[config.mk]
export PLATFORM = sky130hd
export DESIGN_NAME = fsr_readout
export DESIGN_NICKNAME = d
export VERILOG_FILES = /design/src/inc/fsr_pkg.sv /design/src/verilog/fsr_cmd_rx.sv /design/src/verilog/fsr_period_counter.sv /design/src/verilog/fsr_readout.sv
export VERILOG_INCLUDE_DIRS = /design/src /design/src/inc
export SDC_FILE = /design/constraint.sdc
export NUM_CORES = 1
export LEC_CHECK = 0
export BUFFER_PORTS_ARGS = -buffer_cell sky130_fd_sc_hd__buf_4
export CORE_MARGIN = 2
export CORE_UTILIZATION = 30
export CTS_CLUSTER_SIZE = 14
export DETAILED_ROUTE_END_ITERATION = 12
export HOLD_SLACK_MARGIN = 0.15
export PLACE_DENSITY = 0.42
export SLEW_MARGIN = 10
export SYNTH_ARGS = -nofsm -noshare
export SYNTH_HDL_FRONTEND = slang
export SYNTH_SLANG_ARGS = --single-unit
[constraint.sdc]
create_clock -name mclk -period 3 [get_ports mclk]
set_input_delay 0.6 -clock mclk [delete_from_list [all_inputs] [get_ports mclk]]
set_output_delay 0.6 -clock mclk [all_outputs]
set_load 0.05 [all_outputs]
[src/inc/fsr_cfg.svh]
// Constants for the field sensor readout: command byte layout, widths and ratios
`ifndef FSR_CFG_SVH
`define FSR_CFG_SVH

// Command byte field positions, most significant first on the wire
`define FSR_CMD_BITS        8
`define FSR_CMD_CLK_TEST    7
`define FSR_CMD_DIV_HI      6
`define FSR_CMD_DIV_LO      4
`define FSR_CMD_OSC_DIR     3
`define FSR_CMD_OSC_TEST    2
`define FSR_CMD_AXIS_HI     1
`define FSR_CMD_AXIS_LO     0
`define FSR_CMD_RESET_VAL   8'h00

// Axis select codes; the other two codes are undefined
`define FSR_AXIS_X          2'h1
`define FSR_AXIS_Y          2'h2

// Result word and shift counters
`define FSR_RESULT_BITS     16
`define FSR_TX_CNT_W        5
`define FSR_RX_CNT_W        4

// Divider: code 0 is /32, each code step doubles, code 7 is /4096
`define FSR_DIV_W           3
`define FSR_PERIOD_W        13
`define FSR_DIV_BASE        13'h0020

`endif

[src/inc/fsr_pkg.sv]
// Types shared by the field sensor readout modules
package fsr_pkg;

  // Top-level sequencer states
  typedef enum logic [2:0] {
    FSR_ST_WAIT_CMD = 3'b000,
    FSR_ST_FWD      = 3'b001,
    FSR_ST_REV      = 3'b010,
    FSR_ST_READY    = 3'b011,
    FSR_ST_OSC_TEST = 3'b100,
    FSR_ST_HALT     = 3'b101
  } fsr_state_t;

  // Serial port pins from the host, active-low select
  typedef struct packed {
    logic sclk;
    logic mosi;
    logic slave_select_n;
  } fsr_spi_in_t;

  // Decoded command byte
  typedef struct packed {
    logic       hs_clock_test;
    logic [2:0] divider_sel;
    logic       osc_direction;
    logic       osc_test_run;
    logic [1:0] axis_sel;
  } fsr_cmd_t;

  // Drive toward the sensor oscillators
  typedef struct packed {
    logic run_x;
    logic run_y;
    logic bias_rev;
  } fsr_osc_drive_t;

endpackage

[src/verilog/fsr_cmd_rx.sv]
// Command byte receiver: samples the master-out line on serial clock rises
`timescale 1ns/1ps
`include "fsr_cfg.svh"

module fsr_cmd_rx (
  input  wire logic                  mclk,
  input  wire logic                  reset,
  input  wire logic                  enable,
  input  wire fsr_pkg::fsr_spi_in_t  spi,
  output fsr_pkg::fsr_cmd_t          cmd,
  output logic                       cmd_valid
);

  typedef struct packed {
    logic                     sclk_prev;
    logic [`FSR_RX_CNT_W-1:0] bit_cnt;
    logic [`FSR_CMD_BITS-1:0] shift;
    logic [`FSR_CMD_BITS-1:0] cmd;
    logic                     valid;
  } fsr_rx_state_t;

  fsr_rx_state_t st;
  fsr_rx_state_t next_st;
  logic          sclk_rise;

  // Capture on rising edge while selected
  assign sclk_rise = spi.sclk & ~st.sclk_prev & ~spi.slave_select_n;

  always_comb begin
    next_st           = st;
    next_st.sclk_prev = spi.sclk;
    next_st.valid     = 1'b0;
    if (spi.slave_select_n || !enable) begin
      next_st.bit_cnt = '0;
    end else if (sclk_rise) begin
      next_st.shift = {st.shift[`FSR_CMD_BITS-2:0], spi.mosi};
      if (st.bit_cnt == `FSR_RX_CNT_W'(`FSR_CMD_BITS - 1)) begin
        next_st.bit_cnt = '0;
        next_st.cmd     = {st.shift[`FSR_CMD_BITS-2:0], spi.mosi};
        next_st.valid   = 1'b1;
      end else begin
        next_st.bit_cnt = st.bit_cnt + `FSR_RX_CNT_W'(1);
      end
    end
  end

  always_ff @(posedge mclk) begin
    if (reset) begin
      st     <= '0;
      st.cmd <= `FSR_CMD_RESET_VAL;
    end else begin
      st <= next_st;
    end
  end

  assign cmd       = fsr_pkg::fsr_cmd_t'(st.cmd);
  assign cmd_valid = st.valid;

endmodule

[src/verilog/fsr_period_counter.sv]
// Period counter: counts internal clocks across a divided number of oscillator cycles
`timescale 1ns/1ps
`include "fsr_cfg.svh"

module fsr_period_counter #(
  parameter int CNT_W = 24
) (
  input  wire logic                  mclk,
  input  wire logic                  reset,
  input  wire logic                  start,
  input  wire logic [`FSR_DIV_W-1:0] divider_sel,
  input  wire logic                  osc_in,
  output logic                       done,
  output logic [CNT_W-1:0]           count
);

  typedef struct packed {
    logic                     busy;
    logic                     armed;
    logic                     osc_prev;
    logic [`FSR_PERIOD_W-1:0] target;
    logic [`FSR_PERIOD_W-1:0] periods;
    logic [CNT_W-1:0]         count;
    logic                     done;
  } fsr_cnt_state_t;

  fsr_cnt_state_t st;
  fsr_cnt_state_t next_st;
  logic           osc_rise;

  assign osc_rise = osc_in & ~st.osc_prev;

  // Gate opens on the first oscillator rise, closes after target rises
  always_comb begin
    next_st          = st;
    next_st.osc_prev = osc_in;
    next_st.done     = 1'b0;
    if (start) begin
      next_st.busy    = 1'b1;
      next_st.armed   = 1'b0;
      next_st.periods = '0;
      next_st.count   = '0;
      next_st.target  = `FSR_DIV_BASE << divider_sel;
    end else if (st.busy) begin
      if (st.armed) begin
        next_st.count = st.count + CNT_W'(1);
      end
      if (osc_rise) begin
        if (!st.armed) begin
          next_st.armed = 1'b1;
        end else if (st.periods == st.target - `FSR_PERIOD_W'(1)) begin
          next_st.busy = 1'b0;
          next_st.done = 1'b1;
        end else begin
          next_st.periods = st.periods + `FSR_PERIOD_W'(1);
        end
      end
    end
  end

  always_ff @(posedge mclk) begin
    if (reset) begin
      st <= '0;
    end else begin
      st <= next_st;
    end
  end

  assign done  = st.done;
  assign count = st.count;

endmodule

[src/verilog/fsr_readout.sv]
// Field sensor readout top: command decode, forward/reverse measurement, result shift-out
//
// Overview of operation
// - Ready low after reset, high when result available
// - Eight command bits start execution
// - Count forward, count reverse, report difference
// - Result shifts out on next sixteen clocks
// - Select high disables the serial port
// - Serial clock idles low, data stable high
// - Idle mode only reachable from a measurement
// - Select high after a measurement command enters idle mode
// - Ready rises without the result being read
// - One axis per command, 16-bit signed result
// - Command byte layout, all bits reset zero
// - Axis code 01 is X, 10 is Y
// - Oscillator test runs axis until reset
// - Direction bit only used in oscillator test
// - Clock test toggles output at half rate
// - Divider codes select /32 up to /4096
// - Serial data travels most significant first
// - Slave-out released while select is high
// - Master changes on fall, capture on rise
`timescale 1ns/1ps
`include "fsr_cfg.svh"

module fsr_readout #(
  parameter int CNT_W = 24
) (
  input  wire logic                   mclk,
  input  wire logic                   reset,
  input  wire fsr_pkg::fsr_spi_in_t   spi,
  input  wire logic                   meas_reset,
  input  wire logic                   osc_x_comp,
  input  wire logic                   osc_y_comp,
  output logic                        miso,
  output logic                        miso_oe,
  output logic                        result_ready,
  output logic                        hs_clock_test,
  output logic                        idle_mode,
  output fsr_pkg::fsr_osc_drive_t     osc_drive
);

  // Whole module state in one record
  typedef struct packed {
    fsr_pkg::fsr_state_t           state;
    fsr_pkg::fsr_cmd_t             cmd;
    logic [CNT_W-1:0]              fwd_count;
    logic [`FSR_RESULT_BITS-1:0]   tx;
    logic [`FSR_TX_CNT_W-1:0]      tx_cnt;
    logic                          sclk_prev;
    logic                          start;
    logic                          ready;
    logic                          idle;
    logic                          hs;
    logic                          miso;
    logic                          miso_oe;
    fsr_pkg::fsr_osc_drive_t       drive;
  } fsr_top_state_t;

  fsr_top_state_t    st;
  fsr_top_state_t    next_st;

  // Block-wide clear: system reset or the host's measurement reset pulse
  logic              clear;
  logic              rx_enable;
  fsr_pkg::fsr_cmd_t rx_cmd;
  logic              rx_valid;
  logic              cnt_done;
  logic [CNT_W-1:0]  cnt_value;
  logic              osc_sel;
  logic              sclk_fall;
  logic              axis_ok;
  logic [CNT_W-1:0]  diff;

  // The host's pulse clears everything it touches, level-sensitive
  assign clear = reset | meas_reset;

  // Command bytes only accepted while waiting for one
  assign rx_enable = (st.state == fsr_pkg::FSR_ST_WAIT_CMD);

  fsr_cmd_rx u_cmd_rx (
    .mclk      (mclk),
    .reset     (clear),
    .enable    (rx_enable),
    .spi       (spi),
    .cmd       (rx_cmd),
    .cmd_valid (rx_valid)
  );

  // One counter shared by both bias phases and both axes
  assign osc_sel = st.drive.run_y ? osc_y_comp : osc_x_comp;

  fsr_period_counter #(
    .CNT_W (CNT_W)
  ) u_period_counter (
    .mclk        (mclk),
    .reset       (clear),
    .start       (st.start),
    .divider_sel (st.cmd.divider_sel),
    .osc_in      (osc_sel),
    .done        (cnt_done),
    .count       (cnt_value)
  );

  // Result changes on the falling clock so it is stable while high
  assign sclk_fall = ~spi.sclk & st.sclk_prev & ~spi.slave_select_n;

  // Only the two defined axis codes start a measurement
  assign axis_ok = (rx_cmd.axis_sel == `FSR_AXIS_X) || (rx_cmd.axis_sel == `FSR_AXIS_Y);

  // Difference wraps to 16 bits; large dividers in strong fields can overflow
  assign diff = st.fwd_count - cnt_value;

  // Sequencer and output shaping
  always_comb begin
    next_st           = st;
    next_st.sclk_prev = spi.sclk;
    next_st.start     = 1'b0;

    // Diagnostic clock: half rate when enabled, parked high otherwise
    if (st.cmd.hs_clock_test) begin
      next_st.hs = ~st.hs;
    end else begin
      next_st.hs = 1'b1;
    end

    // Slave-out drive follows the select line
    next_st.miso_oe = ~spi.slave_select_n;

    case (st.state)
      fsr_pkg::FSR_ST_WAIT_CMD: begin
        if (rx_valid) begin
          next_st.cmd = rx_cmd;
          if (!axis_ok) begin
            // Undefined axis: stay parked, ready held low
            next_st.state = fsr_pkg::FSR_ST_HALT;
          end else if (rx_cmd.osc_test_run) begin
            next_st.state          = fsr_pkg::FSR_ST_OSC_TEST;
            next_st.drive.run_x    = (rx_cmd.axis_sel == `FSR_AXIS_X);
            next_st.drive.run_y    = (rx_cmd.axis_sel == `FSR_AXIS_Y);
            next_st.drive.bias_rev = rx_cmd.osc_direction;
          end else begin
            // Normal measurement: forward bias first, one axis only
            next_st.state          = fsr_pkg::FSR_ST_FWD;
            next_st.start          = 1'b1;
            next_st.drive.run_x    = (rx_cmd.axis_sel == `FSR_AXIS_X);
            next_st.drive.run_y    = (rx_cmd.axis_sel == `FSR_AXIS_Y);
            next_st.drive.bias_rev = 1'b0;
          end
        end
      end

      fsr_pkg::FSR_ST_FWD: begin
        // Host may drop select once execution has begun
        if (spi.slave_select_n) begin
          next_st.idle = 1'b1;
        end
        if (cnt_done) begin
          next_st.fwd_count      = cnt_value;
          next_st.drive.bias_rev = 1'b1;
          next_st.start          = 1'b1;
          next_st.state          = fsr_pkg::FSR_ST_REV;
        end
      end

      fsr_pkg::FSR_ST_REV: begin
        if (spi.slave_select_n) begin
          next_st.idle = 1'b1;
        end
        if (cnt_done) begin
          // Oscillator stops; result loaded with MSB already on the line
          next_st.drive  = '0;
          next_st.tx     = diff[`FSR_RESULT_BITS-1:0];
          next_st.miso   = diff[`FSR_RESULT_BITS-1];
          next_st.tx_cnt = '0;
          next_st.ready  = 1'b1;
          next_st.state  = fsr_pkg::FSR_ST_READY;
        end
      end

      fsr_pkg::FSR_ST_READY: begin
        // Idle mode persists; readout is optional
        if (spi.slave_select_n) begin
          next_st.idle = 1'b1;
        end
        if (sclk_fall && st.tx_cnt != `FSR_TX_CNT_W'(`FSR_RESULT_BITS)) begin
          // After the sixteenth bit the line reads zero
          next_st.tx     = {st.tx[`FSR_RESULT_BITS-2:0], 1'b0};
          next_st.miso   = st.tx[`FSR_RESULT_BITS-2];
          next_st.tx_cnt = st.tx_cnt + `FSR_TX_CNT_W'(1);
        end
      end

      fsr_pkg::FSR_ST_OSC_TEST: begin
        // Oscillator keeps running; only a reset pulse leaves here
        next_st.state = fsr_pkg::FSR_ST_OSC_TEST;
      end

      fsr_pkg::FSR_ST_HALT: begin
        next_st.state = fsr_pkg::FSR_ST_HALT;
      end

      default: begin
        next_st.state = fsr_pkg::FSR_ST_WAIT_CMD;
      end
    endcase
  end

  // State register; the host pulse acts like reset, both applied on the clock
  always_ff @(posedge mclk) begin
    if (clear) begin
      st         <= '0;
      st.state   <= fsr_pkg::FSR_ST_WAIT_CMD;
      st.cmd     <= fsr_pkg::fsr_cmd_t'(`FSR_CMD_RESET_VAL);
      st.hs      <= 1'b1;
      st.miso_oe <= 1'b0;
    end else begin
      st <= next_st;
    end
  end

  // Every output straight from the state record
  assign miso          = st.miso;
  assign miso_oe       = st.miso_oe;
  assign result_ready  = st.ready;
  assign hs_clock_test = st.hs;
  assign idle_mode     = st.idle;
  assign osc_drive     = st.drive;

endmodule

==> results.sh <==
export IMPL_finalHoldViolCount=0
export IMPL_cp_top_family="compound AO/OA/AOI/OAI gates"
export IMPL_cts_root_buf="clkbuf_16"
export IMPL_final_min_clock_period_ns=2.662
export IMPL_ant_nets=0
export IMPL_slew_violations=0
export IMPL_cp_max_fo=9
export IMPL_slowest_delay_ns=0.64
export IMPL_pwr_share_comb_pct=1.5
export IMPL_power_share_clock_pct=57.3
export IMPL_synthMostInstantiatedCell="dfxtp_1"
export IMPL_drt_iter0_markers=216
export IMPL_cp_slowest_cell="nor4_4"
export IMPL_design_area_um2=6643
export IMPL_post_drt_wl_per_cell_um=13.98
export IMPL_syn_nets=726
export IMPL_ff2ff_setup_slack_ns=0.34
export IMPL_crit_type="reg2reg"
export IMPL_switching_power_w=0.0008129
export IMPL_fin_crit_sh_pct=88.73
export IMPL_rsz0062_at_grt="false"
export IMPL_synth_ff_type="dfxtp_1"
export IMPL_r2r_cells=8
export IMPL_die_h_um=141.8
export IMPL_die_area_um2=20110
export IMPL_p_leak_nw=2.358
export IMPL_fp_dieW_um=141.8
export IMPL_drc=0
export IMPL_setup_tns_final_ns=0
export IMPL_grt_usage_pct=13.87
export IMPL_coreArea_um2=18640
export IMPL_drive_above_1_share_pct=9.790
export IMPL_antenna_found_initial=0
export IMPL_crit_path_start_kind="flop"
export IMPL_synth_edf_count=0
export IMPL_cts_buffer_depth=2
export IMPL_crit_start="u_period_counter.st[43]"
export IMPL_crit_arrival_ns=2.97
export IMPL_multiInputGateArea_um2=3157
export IMPL_worstHoldStart="st[62]"
export IMPL_n_antenna_cell=0
export IMPL_cts_max_level=4
export IMPL_final_nets=734
export IMPL_hold_path_class="reg2reg"
export IMPL_switching_share_pct=22.07
export IMPL_initial_core_util_pct=30.56
export IMPL_ys_types=66
export IMPL_intPower_w=0.002870
export IMPL_timing_fmax_mhz=375.7
export IMPL_grt_pass1_vias=4395
export IMPL_overflow=0
export IMPL_synth_warnings=0
export IMPL_ctsResizeCount=0
export IMPL_fillCellCount=1966
export IMPL_grt_first_pass_wirelength_mm=22.23
export IMPL_syn_instance_count=694
export IMPL_maxCapViolations=0
export IMPL_ys_ff_latch=114
export IMPL_setup_viol=0
export IMPL_via_per_inst=4.938
export IMPL_cp_cell_sequence="inv_1, ha_1, o21ba_1, a221oi_1, a41oi_1, nor4_4, a21oi_2, a41o_2"
export IMPL_syn_to_final_growth_pct=16.60
export IMPL_seq_area_frac_synth_pct=40.06
export IMPL_clk_latency_ns=0.42
export IMPL_drt_wl_total_mm=13.26
export IMPL_io_pin_count=16
export IMPL_num_rows=50
export IMPL_regToRegStartpoint="u_period_counter.st[43]"
export IMPL_yosys_top_cells_count="dfxtp_1 (114), nand2_1 (94), nor2_1 (82)"
export IMPL_yosys_area_top_type="dfxtp_1"
export IMPL_placed_cell_area_um2=6025
export IMPL_cp_end_kind="flop"
export IMPL_worst_slew_pin_slew_ns=0.6937
export IMPL_grt_max_degree=31
export IMPL_synthTopCellsByArea="dfxtp_1 (40%), nand2_1 (6.2%), xnor2_1 (5.7%)"
export IMPL_syn_area_um2=5697
export IMPL_relSlewSlack_pct=53.65
export IMPL_critPathCapture="u_period_counter.st[35]"
export IMPL_power_frac_seq_pct=41.2
export IMPL_num_vias=4686
export IMPL_dr_max_layer_used="met4"
export IMPL_clock_skew_ns=0.007740
export IMPL_outcome="finished, final reports clean"
export IMPL_synth_top_area_share_pct=40.06
export IMPL_vdd_drop_max_uv=376.7
export IMPL_wl_met1_mm=6.748
export IMPL_first_pass_iters=4
export IMPL_place_gp_congestion=0.8191
export IMPL_power_density_nw_per_um2=554.4
export IMPL_portBuffers=15
export IMPL_clock_sinks=114
export IMPL_worstPathRequired_ns=3.31
export IMPL_cts_clk_slew_worst_paths_ns=0.06
export IMPL_cts_buffers=17
export IMPL_timing_rr_end="u_period_counter.st[35]"
export IMPL_cts_hold_buffers_added=0
export IMPL_cts_tree="done"
export IMPL_dp_hpwl_mm=9.459
export IMPL_crit_buf_inv=1
export IMPL_syn_avg_cell_area_um2=8.209
export IMPL_cp_depth=8
export IMPL_wl_met3_um=383
export IMPL_regArea_um2=2282
export IMPL_met2_length_mm=5.916
export IMPL_async_flop_share_pct=0
export IMPL_cts_setup_buffers=0
-- worst register-to-register path, cell delays in order, from the launching register on --
cell and delay [ns]:
dfxtp_1 0.43, inv_1 0.07, ha_1 0.31, o21ba_1 0.21, a221oi_1 0.28, a41oi_1 0.11
nor4_4 0.64, a21oi_2 0.22, a41o_2 0.28
-- metal layers --
metal | global-route usage, % | up-vias
li1 | - | 2417
met1 | 18.54 | 2200
met2 | 21.64 | 52
met3 | 3.341 | 17
met4 | 5.368 | 0
met5 | 0 | -
-- cell usage in the layout (no fill, tap or decap), types with 13 or more instances in the layout --
master     synthesis  routed
a21oi_1           64      64
buf_4              3      24
clkbuf_16          0      17
dfxtp_1          114     114
ha_1              23      23
inv_1             30      30
nand2_1           94      94
nand3_1           31      31
nor2_1            82      82
o21ai_0           20      20
xnor2_1           37      37
xor2_1            13      13
-- state kept, by name, summed over array words and instances, names as in the netlist --
register / flops
u_period_counter.st: 24
u_cmd_rx.cmd_valid: 1
miso: 1
result_ready: 1
u_period_counter.done: 1
u_cmd_rx.st: 12
osc_drive: 3
u_period_counter.count: 16
u_cmd_rx.cmd: 8
idle_mode: 1
miso_oe: 1
st: 44
hs_clock_test: 1
-- metrics by stage --
stage	setup WS (ns)	total power [W]	hold WS, ns	instances	util, %
floorplan	0.6413	0.001583	0.3681	694	-
global placement	0.4334	0.001607	0.3752	917	32.32
detailed placement	0.3431	0.001608	0.3778	917	32.32
CTS	0.3374	0.003729	0.3862	949	35.63
global route	0.03117	0.003795	0.3944	949	35.63
finish	0.3381	0.003683	0.3922	949	35.63
-- worst min-delay path by stage --
stage                     cells after the start             to
final                                         1  hs_clock_test
after global routing                          2        miso_oe
after CTS                                     2        miso_oe
after detailed placement                      1  hs_clock_test
after global placement                        1  hs_clock_test
after floorplan                               1  hs_clock_test
-- area by class of cell --
class                   count  area share (%)
multi-input cells         515           47.52
flip-flops and latches    114           34.36
well taps                 234           4.408
repair buffers             24           2.712
clock inverters            14           2.694
inverters                  30           1.695
clock buffers              18           6.611
-- cells by family after synthesis --
kind of cell / count (synthesis) / share of synthesized area (%)
DFF: 114 / 40.06
and+or+nand+nor: 272 / 22.01
buffers and inverters: 65 / 4.612
AOI/OAI and AO/OA: 156 / 17.92
muxes: 13 / 2.306
adders and majority gates: 24 / 5.403
xor gates and xnor gates: 50 / 7.687
-- power groups by stage --
stage           logic, W  registers (W)  clock network (W)
2_1_floorplan  0.0000308        0.00155                  0
3_3_place_gp   0.0000568        0.00155                  0
3_5_place_dp   0.0000579        0.00155                  0
4_1_cts        0.0000579        0.00152            0.00215
5_1_grt        0.0000629        0.00152            0.00222
6_report       0.0000567        0.00152            0.00211
No activity file was read; power rests on OpenSTA's default activity.
